[src/hws_pkg.sv]
// constants, enumerations and carrier types for the haptic waveform sequencer
// assumes one 25 MHz clock; the serial host port is decoded outside into byte writes
package hws_pkg;

    // register byte offsets
    localparam logic [7:0] SLOT_BASE_ADDR = 8'h04;
    localparam logic [7:0] SLOT_LAST_ADDR = 8'h0B;
    localparam logic [7:0] TRIGGER_ADDR = 8'h0C;
    localparam logic [7:0] OVERDRIVE_ADDR = 8'h0D;

    // field positions and reset values
    localparam int SLOT_WAIT_BIT = 7;
    localparam int TRIGGER_BIT = 0;
    localparam logic [7:0] REG_RESET = 8'h00;
    localparam int NUM_SLOTS = 8;
    localparam logic [2:0] LAST_SLOT = 3'h7;
    localparam logic [2:0] LIB_EMPTY = 3'h0;
    localparam int NUM_SEGS = 3;
    localparam logic [1:0] LAST_SEG = 2'h2;

    // timing: one tick is the 5 ms offset grain, a wait count is 10 ms
    localparam int CLK_HZ = 25_000_000;
    localparam int TICK_MS = 5;
    localparam int WAIT_MS = 10;
    localparam int TICK_CYCLES_DEF = (CLK_HZ / 1000) * TICK_MS;
    localparam int WAIT_TICKS = WAIT_MS / TICK_MS;

    // operating modes of the trigger
    typedef enum logic [2:0] {
        HWS_MODE_INT_TRIG,
        HWS_MODE_EXT_EDGE,
        HWS_MODE_EXT_LEVEL,
        HWS_MODE_PWM_ANALOG,
        HWS_MODE_AUDIO,
        HWS_MODE_REALTIME,
        HWS_MODE_DIAG,
        HWS_MODE_CALIB
    } hws_mode_t;

    // one byte write from the host port
    typedef struct packed {
        logic wr;
        logic [7:0] addr;
        logic [7:0] wdata;
    } hws_reg_req_t;

    // one segment of a library waveform: signed level and length in ticks
    typedef struct packed {
        logic signed [7:0] amp;
        logic [7:0] ticks;
    } hws_seg_t;

endpackage : hws_pkg

[src/hws_sequencer.sv]
// waveform playback sequencer: eight slots, trigger bit, overdrive offset
// assumes a host port already turned into single-cycle byte writes, synchronous
// trigger pin, and calibration/diagnostic engines that report their end
`timescale 1ns/10ps

// Notes on behaviour
// - slot top bit one: low seven bits are a wait, engine idles
// - wait length is the seven-bit value times ten milliseconds
// - slot top bit zero: low seven bits index the waveform
// - index selects one waveform of a read-only library
// - setting the trigger starts playback at the first slot
// - after a waveform ends, go to the next slot if non-zero
// - playback stops at first zero slot or after eight slots
// - trigger starts whatever process the operating mode selects; PWM, audio and realtime modes start nothing here
// - trigger reads one during playback, cleared by device at end
// - host writing zero to the trigger aborts the sequence
// - external trigger modes let the pin set the trigger; only level mode lets the pin clear it
// - calibration and diagnostic modes launch those routines instead
// - highest-level segment of a waveform is its overdrive portion
// - overdrive offset used only open-loop, ignored closed-loop
// - offset is signed, five milliseconds per count
// - waveforms come from the library chosen by the selection field
module hws_sequencer #(
    parameter int TICK_CYCLES = hws_pkg::TICK_CYCLES_DEF
) (
    input wire logic clk,
    input wire logic srst,
    input wire hws_pkg::hws_reg_req_t reg_req,
    output logic [7:0] reg_rdata,
    input wire hws_pkg::hws_mode_t mode,
    input wire logic [2:0] library_sel,
    input wire logic closed_loop,
    input wire logic trig_pin,
    input wire logic routine_done,
    output logic signed [7:0] drive_level,
    output logic playing,
    output logic calib_start,
    output logic diag_start
);
    import hws_pkg::*;

    ////////////////////////////////////////////////////////////////////////////
    // library contents and helpers

    // synthetic read-only library: lead-in level, overdrive (peak), brake per waveform
    function automatic hws_seg_t lib_seg(input logic [2:0] lib, input logic [6:0] idx,
                                          input logic [1:0] seg);
        hws_seg_t s;
        s.amp = 8'sh00;
        s.ticks = 8'h00;
        if (lib != LIB_EMPTY) begin
            case (seg)
                2'h0: begin
                    s.amp = 8'sh40 + $signed({4'h0, idx[3:0]});
                    s.ticks = 8'h04 + {5'h00, idx[2:0]};
                end
                2'h1: begin
                    s.amp = 8'sh7F;
                    s.ticks = 8'h02 + {5'h00, lib};
                end
                default: begin
                    s.amp = -8'sh60;
                    s.ticks = 8'h02;
                end
            endcase
        end
        return s;
    endfunction

    // position of the highest level among the segments
    // ties keep the earlier segment, so an empty library picks segment zero
    function automatic logic [1:0] peak_seg(input logic [2:0] lib, input logic [6:0] idx);
        logic [1:0] best;
        hws_seg_t top;
        hws_seg_t cand;
        best = 2'h0;
        top = lib_seg(lib, idx, 2'h0);
        for (int k = 1; k < NUM_SEGS; k++) begin
            cand = lib_seg(lib, idx, k[1:0]);
            if (cand.amp > top.amp) begin
                top = cand;
                best = k[1:0];
            end
        end
        return best;
    endfunction

    ////////////////////////////////////////////////////////////////////////////
    // registers

    typedef enum logic [2:0] {
        ST_IDLE,
        ST_SLOT,
        ST_SEG_LOAD,
        ST_RUN,
        ST_ROUTINE
    } hws_state_t;

    logic [7:0] slot_r [NUM_SLOTS];
    logic go_r, go_nxt;
    logic [7:0] overdrive_offset_r;
    logic trig_pin_d_r;
    hws_state_t state_r, state_nxt;
    logic [2:0] slot_idx_r, slot_idx_nxt;
    logic [1:0] seg_idx_r, seg_idx_nxt;
    logic [2:0] lib_r, lib_nxt;
    logic [6:0] wave_r, wave_nxt;
    logic [9:0] remain_r, remain_nxt;
    logic [31:0] tick_cnt_r;
    logic signed [7:0] drive_level_nxt;

    ////////////////////////////////////////////////////////////////////////////
    // host port decode

    wire slot_hit = reg_req.addr >= SLOT_BASE_ADDR && reg_req.addr <= SLOT_LAST_ADDR;
    wire [2:0] slot_wsel = 3'(reg_req.addr - SLOT_BASE_ADDR);
    wire go_wr = reg_req.wr && reg_req.addr == TRIGGER_ADDR;
    wire go_wr_set = go_wr && reg_req.wdata[TRIGGER_BIT];
    wire go_wr_clr = go_wr && !reg_req.wdata[TRIGGER_BIT];
    wire od_wr = reg_req.wr && reg_req.addr == OVERDRIVE_ADDR;

    // reserved trigger bits and unmapped addresses read zero
    assign reg_rdata = slot_hit ? slot_r[slot_wsel] :
                       reg_req.addr == TRIGGER_ADDR ? {7'h00, go_r} :
                       reg_req.addr == OVERDRIVE_ADDR ? overdrive_offset_r : REG_RESET;

    ////////////////////////////////////////////////////////////////////////////
    // trigger sources

    wire ext_edge = mode == HWS_MODE_EXT_EDGE;
    wire ext_level = mode == HWS_MODE_EXT_LEVEL;
    wire pin_rise = trig_pin && !trig_pin_d_r;
    wire pin_set = (ext_edge && pin_rise) || (ext_level && trig_pin);
    wire pin_clr = ext_level && !trig_pin;
    wire host_or_pin_set = go_wr_set || pin_set;
    wire abort = go_r && (go_wr_clr || pin_clr);

    wire tick = tick_cnt_r == 32'(TICK_CYCLES - 1);
    wire seq_done_hw;

    // device clear at the end loses to a set in the same cycle
    always_comb begin
        go_nxt = go_r;
        if (seq_done_hw) begin
            go_nxt = 1'b0;
        end
        if (go_wr_clr || pin_clr) begin
            go_nxt = 1'b0;
        end
        if (host_or_pin_set) begin
            go_nxt = 1'b1;
        end
    end

    ////////////////////////////////////////////////////////////////////////////
    // playback engine

    wire [7:0] cur_slot = slot_r[slot_idx_r];
    wire slot_is_wait = cur_slot[SLOT_WAIT_BIT];
    hws_seg_t cur_seg;
    assign cur_seg = lib_seg(lib_r, wave_r, seg_idx_r);
    wire is_overdrive = seg_idx_r == peak_seg(lib_r, wave_r);
    // offset in 5 ms ticks, signed, only when running open loop
    wire signed [9:0] od_adj = closed_loop ? 10'sh000 :
                               10'($signed(overdrive_offset_r));
    wire signed [9:0] seg_len = $signed({2'b00, cur_seg.ticks}) + (is_overdrive ? od_adj : 10'sh000);
    wire [9:0] seg_len_clip = seg_len[9] ? 10'h000 : seg_len;
    wire start_req = go_r && state_r == ST_IDLE;
    wire routine_mode = mode == HWS_MODE_CALIB || mode == HWS_MODE_DIAG;

    // advance to the following slot or finish after the last one
    wire last_slot = slot_idx_r == LAST_SLOT;
    assign seq_done_hw = (state_r == ST_SLOT && cur_slot == REG_RESET) ||
                         (state_r == ST_ROUTINE && routine_done) ||
                         (state_r == ST_RUN && remain_r == 10'h000 && last_slot &&
                          (slot_is_wait || seg_idx_r == LAST_SEG)) ||
                         (state_r == ST_SEG_LOAD && seg_len_clip == 10'h000 &&
                          seg_idx_r == LAST_SEG && last_slot);

    always_comb begin
        state_nxt = state_r;
        slot_idx_nxt = slot_idx_r;
        seg_idx_nxt = seg_idx_r;
        lib_nxt = lib_r;
        wave_nxt = wave_r;
        remain_nxt = remain_r;
        drive_level_nxt = 8'sh00;
        case (state_r)
            ST_IDLE: begin
                if (start_req) begin
                    if (routine_mode) begin
                        state_nxt = ST_ROUTINE;
                    end else if (mode == HWS_MODE_INT_TRIG || ext_edge || ext_level) begin
                        slot_idx_nxt = 3'h0;
                        lib_nxt = library_sel;
                        state_nxt = ST_SLOT;
                    end
                end
            end
            ST_SLOT: begin
                if (cur_slot == REG_RESET) begin
                    state_nxt = ST_IDLE;
                end else if (slot_is_wait) begin
                    remain_nxt = 10'(cur_slot[6:0]) * 10'(WAIT_TICKS);
                    state_nxt = ST_RUN;
                end else begin
                    wave_nxt = cur_slot[6:0];
                    seg_idx_nxt = 2'h0;
                    state_nxt = ST_SEG_LOAD;
                end
            end
            ST_SEG_LOAD: begin
                remain_nxt = seg_len_clip;
                if (seg_len_clip != 10'h000) begin
                    state_nxt = ST_RUN;
                end else if (seg_idx_r != LAST_SEG) begin
                    seg_idx_nxt = seg_idx_r + 2'h1;
                end else if (last_slot) begin
                    state_nxt = ST_IDLE;
                end else begin
                    slot_idx_nxt = slot_idx_r + 3'h1;
                    state_nxt = ST_SLOT;
                end
            end
            ST_RUN: begin
                drive_level_nxt = slot_is_wait ? 8'sh00 : cur_seg.amp;
                if (remain_r == 10'h000) begin
                    drive_level_nxt = 8'sh00;
                    if (!slot_is_wait && seg_idx_r != LAST_SEG) begin
                        seg_idx_nxt = seg_idx_r + 2'h1;
                        state_nxt = ST_SEG_LOAD;
                    end else if (last_slot) begin
                        state_nxt = ST_IDLE;
                    end else begin
                        slot_idx_nxt = slot_idx_r + 3'h1;
                        state_nxt = ST_SLOT;
                    end
                end else if (tick) begin
                    remain_nxt = remain_r - 10'h001;
                end
            end
            ST_ROUTINE: begin
                if (routine_done) begin
                    state_nxt = ST_IDLE;
                end
            end
            default: begin
                state_nxt = ST_IDLE;
            end
        endcase
        if (abort) begin
            state_nxt = ST_IDLE;
            drive_level_nxt = 8'sh00;
        end
    end

    ////////////////////////////////////////////////////////////////////////////
    // flops

    always_ff @(posedge clk) begin
        if (srst) begin
            for (int i = 0; i < NUM_SLOTS; i++) begin
                slot_r[i] <= REG_RESET;
            end
        end else if (reg_req.wr && slot_hit) begin
            slot_r[slot_wsel] <= reg_req.wdata;
        end
    end

    always_ff @(posedge clk) begin
        if (srst) begin
            overdrive_offset_r <= REG_RESET;
        end else if (od_wr) begin
            overdrive_offset_r <= reg_req.wdata;
        end
    end

    // tick grid restarts with every new segment or wait
    always_ff @(posedge clk) begin
        if (srst || state_r != ST_RUN || tick) begin
            tick_cnt_r <= 32'h0000_0000;
        end else begin
            tick_cnt_r <= tick_cnt_r + 32'h0000_0001;
        end
    end

    // trigger bit and pin history; pin history resets low to match the idle pin
    always_ff @(posedge clk) begin
        if (srst) begin
            go_r <= 1'b0;
            trig_pin_d_r <= 1'b0;
        end else begin
            go_r <= go_nxt;
            trig_pin_d_r <= trig_pin;
        end
    end

    // sequencer position
    always_ff @(posedge clk) begin
        if (srst) begin
            state_r <= ST_IDLE;
            slot_idx_r <= 3'h0;
            seg_idx_r <= 2'h0;
        end else begin
            state_r <= state_nxt;
            slot_idx_r <= slot_idx_nxt;
            seg_idx_r <= seg_idx_nxt;
        end
    end

    // latched library, waveform and remaining ticks of the current step
    always_ff @(posedge clk) begin
        if (srst) begin
            lib_r <= LIB_EMPTY;
            wave_r <= 7'h00;
            remain_r <= 10'h000;
        end else begin
            lib_r <= lib_nxt;
            wave_r <= wave_nxt;
            remain_r <= remain_nxt;
        end
    end

    // registered outputs to the load and the routine engines
    always_ff @(posedge clk) begin
        if (srst) begin
            drive_level <= 8'sh00;
            calib_start <= 1'b0;
            diag_start <= 1'b0;
        end else begin
            drive_level <= drive_level_nxt;
            calib_start <= start_req && !abort && mode == HWS_MODE_CALIB;
            diag_start <= start_req && !abort && mode == HWS_MODE_DIAG;
        end
    end

    assign playing = state_r != ST_IDLE && state_r != ST_ROUTINE;

endmodule // hws_sequencer

[config.mk]
export PLATFORM = sky130hd
export DESIGN_NAME = hws_sequencer
export DESIGN_NICKNAME = d
export VERILOG_FILES = /design/src/hws_pkg.sv /design/src/hws_sequencer.sv
export SDC_FILE = /design/constraint.sdc
export NUM_CORES = 1
export LEC_CHECK = 0
export ABC_CLOCK_PERIOD_IN_PS = 3900
export BUFFER_PORTS_ARGS = -buffer_cell sky130_fd_sc_hd__buf_2
export CELL_PAD_IN_SITES_DETAIL_PLACEMENT = 0
export CELL_PAD_IN_SITES_GLOBAL_PLACEMENT = 2
export CORE_MARGIN = 10
export CORE_UTILIZATION = 36
export CTS_CLUSTER_DIAMETER = 80
export DETAILED_ROUTE_END_ITERATION = 7
export PLACE_DENSITY = 0.86
export SLEW_MARGIN = 20
export SYNTH_ARGS = -nofsm -noshare
export SYNTH_HDL_FRONTEND = slang
export SYNTH_SLANG_ARGS = --single-unit
export TNS_END_PERCENT = 10
[constraint.sdc]
create_clock -name clk -period 3.9 [get_ports clk]
set_input_delay 0.78 -clock clk [delete_from_list [all_inputs] [get_ports clk]]
set_output_delay 0.78 -clock clk [all_outputs]
set_load 0.01 [all_outputs]
# Word-level counts from Yosys, hierarchy flattened
# Memories as Yosys holds them, arrays and structs flattened. A register that Yosys moved wholly into a read port is not among the register bits.
# Cells that the tools add are included.
[classes] add_sub_neg=9 n_eq_ne=35 n_lt_le_gt_ge=4 bitwise_logic=5 reduce_logical=63 mux=60
[op_table] op="$mux 10" n=6
[op_table] op="$mux 3" n=18
[op_table] op="$mux 16" n=3
[op_table] op="$mux 8" n=5
[op_table] op="$add 32x1->32 const B" n=1
[op_table] op="$eq 32x17->1 const B" n=1
[op_table] op="$pmux 16 s2" n=1
[op_table] op="$pmux 10 s3" n=1
[op_table] op="$logic_and 1x1->1" n=25
[op_table] op="$ne 2x2->1 const B" n=12
[op_table] op="$logic_not 10->1" n=2
[op_table] op="$mux 2" n=9
[op_table] op="$eq 8x4->1 const B" n=2
[op_table] op="$gt 8x8->1" n=2
[op_table] op="$mux 15" n=1
[op_table] op="$pmux 3 s5" n=1
[op_table] op="$reduce_bool 3->1" n=5
[op_table] op="$eq 3x3->1 const B" n=4
[op_table] op="$logic_or 1x1->1" n=12
[op_table] op="$mux 1" n=12
[op_table] op="$add 9x10->10" n=1
[op_table] op="$reduce_and 5->1" n=2
[op_table] op="$reduce_bool 10->1" n=1
[op_table] op="$sub 10x1->10 const B" n=1
[op_table] op="31 further kinds" n=48
[word_totals] input_bits=28 n_memories=1 register_bits=77 ram_bits=64 out_inout_bits=19 elab_cells=190
[mem_list] memory="slot_r" words=8 width=8 rd=2 rd_ports_with_merged_regs=1 write_ports=8 line="hws_sequencer.sv:99" rtl="logic [7:0] slot_r [NUM_SLOTS];"

# Logic depth before layout (Yosys ltp)
[depth] ltp_word=18 ltp_mapped=15 mapped_depth_nobuf=14

# Least setup slack after synthesis
# Ideal clock, no wire load.
[synth_timing] path_type="input -> register" from="in closed_loop" to="reg seg_idx_r[0]" arrival_ns=3.719 path_slack_ns=0.110 cell_stages=13 setup_ns=0.072 path_buffers=0 t_required_ns=3.828 path_cell_list="or2_2 -> a21oi_1 -> and2_1 -> ha_1 -> inv_1 -> fa_1 -> nor2b_1 -> o2111ai_1 -> a22oi_1 -> o31ai_1 -> a2111o_1 -> a311oi_2 -> mux2i_1"
[synth_between] elab_chain_len=7
[synth_lines] element="start, declared" line="hws_sequencer.sv:32" rtl="input wire logic closed_loop,"
[synth_lines] element="$mux 10" line="hws_sequencer.sv:164" rtl="wire signed [9:0] od_adj = closed_loop ? 10'sh000 :"
[synth_lines] element="$mux 10" line="hws_sequencer.sv:166" rtl="wire signed [9:0] seg_len = $signed({2'b00, cur_seg.ticks}) + (is_overdrive ? od_adj : 10'sh000);"
[synth_lines] element="$add 9x10->10" line="hws_sequencer.sv:166"
[synth_lines] element="$mux 9" line="hws_sequencer.sv:167" rtl="wire [9:0] seg_len_clip = seg_len[9] ? 10'h000 : seg_len;"
[synth_lines] element="$reduce_bool 10->1" line="hws_sequencer.sv:214" rtl="if (seg_len_clip != 10'h000) begin"
[synth_lines] element="$ne 2x2->1 (no line)"
[synth_lines] element="$reduce_and 7->1 (no line)"
[synth_lines] element="end signal, assigned" line="hws_sequencer.sv:307" rtl="seg_idx_r <= seg_idx_nxt;"
[synth_lines] element="end, declared" line="hws_sequencer.sv:105" rtl="logic [1:0] seg_idx_r, seg_idx_nxt;"
# No other way between the ends.
# A chain may end at the register's enable or synchronous reset.

# Worst setup path in the final report
[layout_timing] from="reg lib_r[1]" to="reg seg_idx_r[0]"
[layout_between] elab_chain_len=13 word_cells_on_any_way=19 cone_classes="add/sub (2); order compare (2); eq/ne (2); mux (10); reduce/logical (3)"
[layout_lines] element="start, declared" line="hws_sequencer.sv:106" rtl="logic [2:0] lib_r, lib_nxt;"
[layout_lines] element="start signal, assigned" line="hws_sequencer.sv:318" rtl="lib_r <= lib_nxt;"
[layout_lines] element="$reduce_bool 3->1" line="hws_sequencer.sv:51" rtl="if (lib != LIB_EMPTY) begin"
[layout_lines] element="$mux 15 / $mux 16 (equally long branches)" line="hws_sequencer.sv:51"
[layout_lines] element="$gt 8x8->1" line="hws_sequencer.sv:80" rtl="if (cand.amp > top.amp) begin"
[layout_lines] element="$mux 16" line="hws_sequencer.sv:80"
[layout_lines] element="$gt 8x8->1" line="hws_sequencer.sv:80"
[layout_lines] element="$mux 2" line="hws_sequencer.sv:80"
[layout_lines] element="$eq 2x2->1" line="hws_sequencer.sv:162" rtl="wire is_overdrive = seg_idx_r == peak_seg(lib_r, wave_r);"
[layout_lines] element="$mux 10" line="hws_sequencer.sv:166"
[layout_lines] element="$add 9x10->10 (*)" line="hws_sequencer.sv:166"
[layout_lines] element="$mux 9 (*)" line="hws_sequencer.sv:167"
[layout_lines] element="$reduce_bool 10->1 (*)" line="hws_sequencer.sv:214"
[layout_lines] element="$ne 2x2->1 (no line) (*)"
[layout_lines] element="$reduce_and 7->1 (no line) (*)"
# Every way passes the cells marked *; elsewhere a longest branch is shown, timed or not.

==> flow_summary.ini <==
[clock_tree]
cts_sinks = 144
cts_made_buffers = 17
ctsRootBufferMaster = clkbuf_16
insertion_delay_ns = 0.43
htreeDepth = 4
clk_pin_slew_ns = 0.07
cts_hold_buf = 0
cts_buffer_depth = 2
cts_tree = built

[setup_path]
critPathMaxStageDelay_ns = 0.51
cp_max_fo = 7
cp_common_cell = buf_4
crit_chain = buf_4 -> o31ai_1 -> buf_4 -> a21oi_4 -> buf_4 -> buf_4 -> and2_1 -> ha_1 -> a21boi_0 -> nor2_1 -> or4bb_1 -> a2111o_1 -> a311oi_2 -> mux2i_1
path_class = reg -> reg
crit_path_start_kind = flip-flop
worstPathRequired_ns = 4.26
crit_buf_inv = 4
cp_top_family = compound AO/OA/AOI/OAI gates
critPathArrivalTime_ns = 4.09
crit_slowest_cell = or4bb_1
endpoint_kind = flip-flop

[power_and_ir_drop]
p_comb_share_pct = 13.1
p_int_mw = 2.84
power_switching_mw = 1.12
clock_power_share_pct = 44.2
ir_drop_mv = 0.239
switching_share_pct = 28.2
p_leak_nw = 3.38
p_seq_share_pct = 42.7
power.density_mw_per_mm2 = 426

[die]
core.rowCount = 54
start_util_pct = 36.5
die_h_um = 169
num_io_pins = 47
die_area_mm2 = 0.0285
core_mm2 = 0.0218
die_x_um = 169

[cells_and_area]
finish.utilization_pct = 42.6
area_growth_pct = 16.7
nets = 896
final_cells = 1147
n_antenna_cell = 0
drive_above_1_share_pct = 19.7

[flow_run]
maxCapViolCount = 0

[place]
hpwl_um = 15800
place_inst = 1114
globalplace.congestion = 0.815
io_buffers = 46

[global_routing]
grt_pass1_vias = 5956
grt_pass1_wl_um = 33900
antenna_found_initial = 0
grt_max_degree = 33
grt_overflow = 0
grt_use_total_pct = 15.0

[sta]
slew_headroom_pct = 48.7
fmax_mhz = 268
period_share_pct = 95.6
clock_skew_ns = 0.00802
setup_viol = 0
tns_ns = 0
slew_viol_final = 0
worstMarginPinSlew_ns = 0.763
hold_violations = 0
rsz0062_at_grt = false
min_period_ns = 3.73

[drt]
firstDrtPassIters = 5
drt-wirelength-per-cell_um = 18.3
viasPerCell = 5.27
remaining_drc_errors = 0
via_count = 6041
drtAntennaViolNets = 0
drt-initial-drc-count = 393
routed_wl_um = 21000

[yosys]
synth_ff_type = dfxtp_1
async_flop_share_pct = 0
syn_area_per_cell_um2 = 10.1
ys_seq_area_share_pct = 44.2
synth.net_count = 830
netlist_instances = 788
synth_edf_count = 64
ys_types = 72
syn_area_mm2 = 0.00796
ys_seq_elements = 144
ys_warn_count = 0

[hold_path]
min_path_type = reg -> reg

[run_status]
outcome = finished clean
==> cells in the mapped netlist, types with 13 or more instances <==
cell type | number | area (µm²)
a21oi_1 | 38 | 190
and2_1 | 75 | 469
clkbuf_1 | 22 | 82.6
dfxtp_1 | 80 | 1600
edfxtp_1 | 64 | 1920
ha_1 | 13 | 163
inv_1 | 20 | 75.1
mux2i_1 | 31 | 310
mux4_2 | 31 | 698
nand2_1 | 68 | 255
nand3_1 | 30 | 150
nor2_1 | 87 | 327
nor3_1 | 13 | 65.1
o21ai_0 | 24 | 120
xnor2_1 | 17 | 149
xor2_1 | 19 | 166
==> layer usage <==
layer	global-route usage [%]	routed length, µm	vias to the layer above
met1	19.8	9740	2890
met4	4.58	278	0
met2	24.1	10100	132
met5	0	0	-
met3	3.20	933	20
li1	-	-	2999
==> worst register-to-register path, cell delays in order, from the launching register on <==
cell and delay (ns):
dfxtp_1 0.32, buf_4 0.15, o31ai_1 0.24, buf_4 0.19
a21oi_4 0.07, buf_4 0.13, buf_4 0.13, and2_1 0.15
ha_1 0.38, a21boi_0 0.28, nor2_1 0.11, or4bb_1 0.51
a2111o_1 0.39, a311oi_2 0.39, mux2i_1 0.21
==> cell type report <==
| type | instances | area [µm²] |
|---|---|---|
| sequential | 144 | 3520 |
| tap | 280 | 350 |
| fill | 2084 | 12500 |
| inverter | 21 | 78.8 |
| timing repair buffer | 83 | 508 |
| clock buffer | 17 | 425 |
| clock inverter | 15 | 204 |
| multi-input combinational | 587 | 4200 |
==> power groups by stage <==
stage	clock (mW)	combinational, mW	sequential (mW)
2_1_floorplan	0	0.379	1.70
3_3_place_gp	0	0.511	1.72
3_5_place_dp	0	0.513	1.72
4_1_cts	1.78	0.515	1.69
5_1_grt	1.86	0.572	1.70
6_report	1.75	0.518	1.69
==> per-stage QoR <==
stage                     hold WS, ns  power [mW]  worst slack [ns]  cell area (µm²)
final                           0.442        3.96             0.173             9290
after detailed placement        0.432        2.24            -0.156             8630
after floorplan                 0.413        2.08             0.110             7960
after global routing            0.462        4.13            0.0347             9290
after CTS                       0.446        3.99            0.0177             9260
after global placement          0.425        2.23           -0.0729             8630
==> kinds of logic (layout without fill, tap and decap cells) <==
group	Yosys count	in the layout	synth area share, %
AND/OR/NAND/NOR	353	353	23.1
flip-flops	144	144	44.2
AO/OA/AOI/OAI	119	119	9.90
multiplexers	65	65	13.1
buffers and inverters	57	136	3.35
XOR/XNOR	36	36	3.96
adder cells (fa/ha/maj)	14	14	2.29
==> placed cells by master, fill, tap and decap left out, types with 3 or more instances in the layout <==
cell and instances:
a211oi_1 8, a21boi_0 3, a21o_1 3, a21oi_1 36
a22oi_1 4, a31oi_1 3, and2_1 75, buf_2 46
buf_4 37, clkbuf_16 17, dfxtp_1 80, edfxtp_1 64
ha_1 12, inv_1 20, inv_6 5, inv_8 6
mux2i_1 31, mux4_2 31, nand2_1 68, nand2b_1 10
nand3_1 30, nand4_1 12, nand4b_1 3, nor2_1 87
nor2b_1 8, nor3_1 13, nor4_1 12, o211a_1 4
o21ai_0 24, o22ai_1 6, o31ai_1 3, or2_2 3
or3_1 6, or4_1 4, xnor2_1 17, xor2_1 19
==> flip-flops by register name (all words and copies together) (netlist names), named ones only <==
| register | flops |
|---|---|
| slot_idx_r | 3 |
| tick_cnt_r | 32 |
| lib_r | 3 |
| trig_pin_d_r | 1 |
| diag_start | 1 |
| calib_start | 1 |
| drive_level | 8 |
| state_r | 3 |
| slot_r | 64 |
| seg_idx_r | 2 |
| remain_r | 10 |
| wave_r | 4 |
| overdrive_offset_r | 8 |
| go_r | 1 |
==> worst paths after layout <==
kind                       from       endpoint  slack [ns]  cells after the start
setup / recovery       lib_r[1]   seg_idx_r[0]        0.17                     14
hold / removal    tick_cnt_r[0]  tick_cnt_r[0]        0.44                      1
setup reg to reg       lib_r[1]   seg_idx_r[0]        0.17                     14
hold reg to reg   tick_cnt_r[0]  tick_cnt_r[0]        0.44                      1
==> timing repair <==
| action | in CTS | in global routing |
|---|---|---|
| resized for setup | 0 | 7 |
| setup endpoints to repair | 0 | 10 |
| buffers inserted | 0 | 1 |
(Power assumes the default switching activity.)
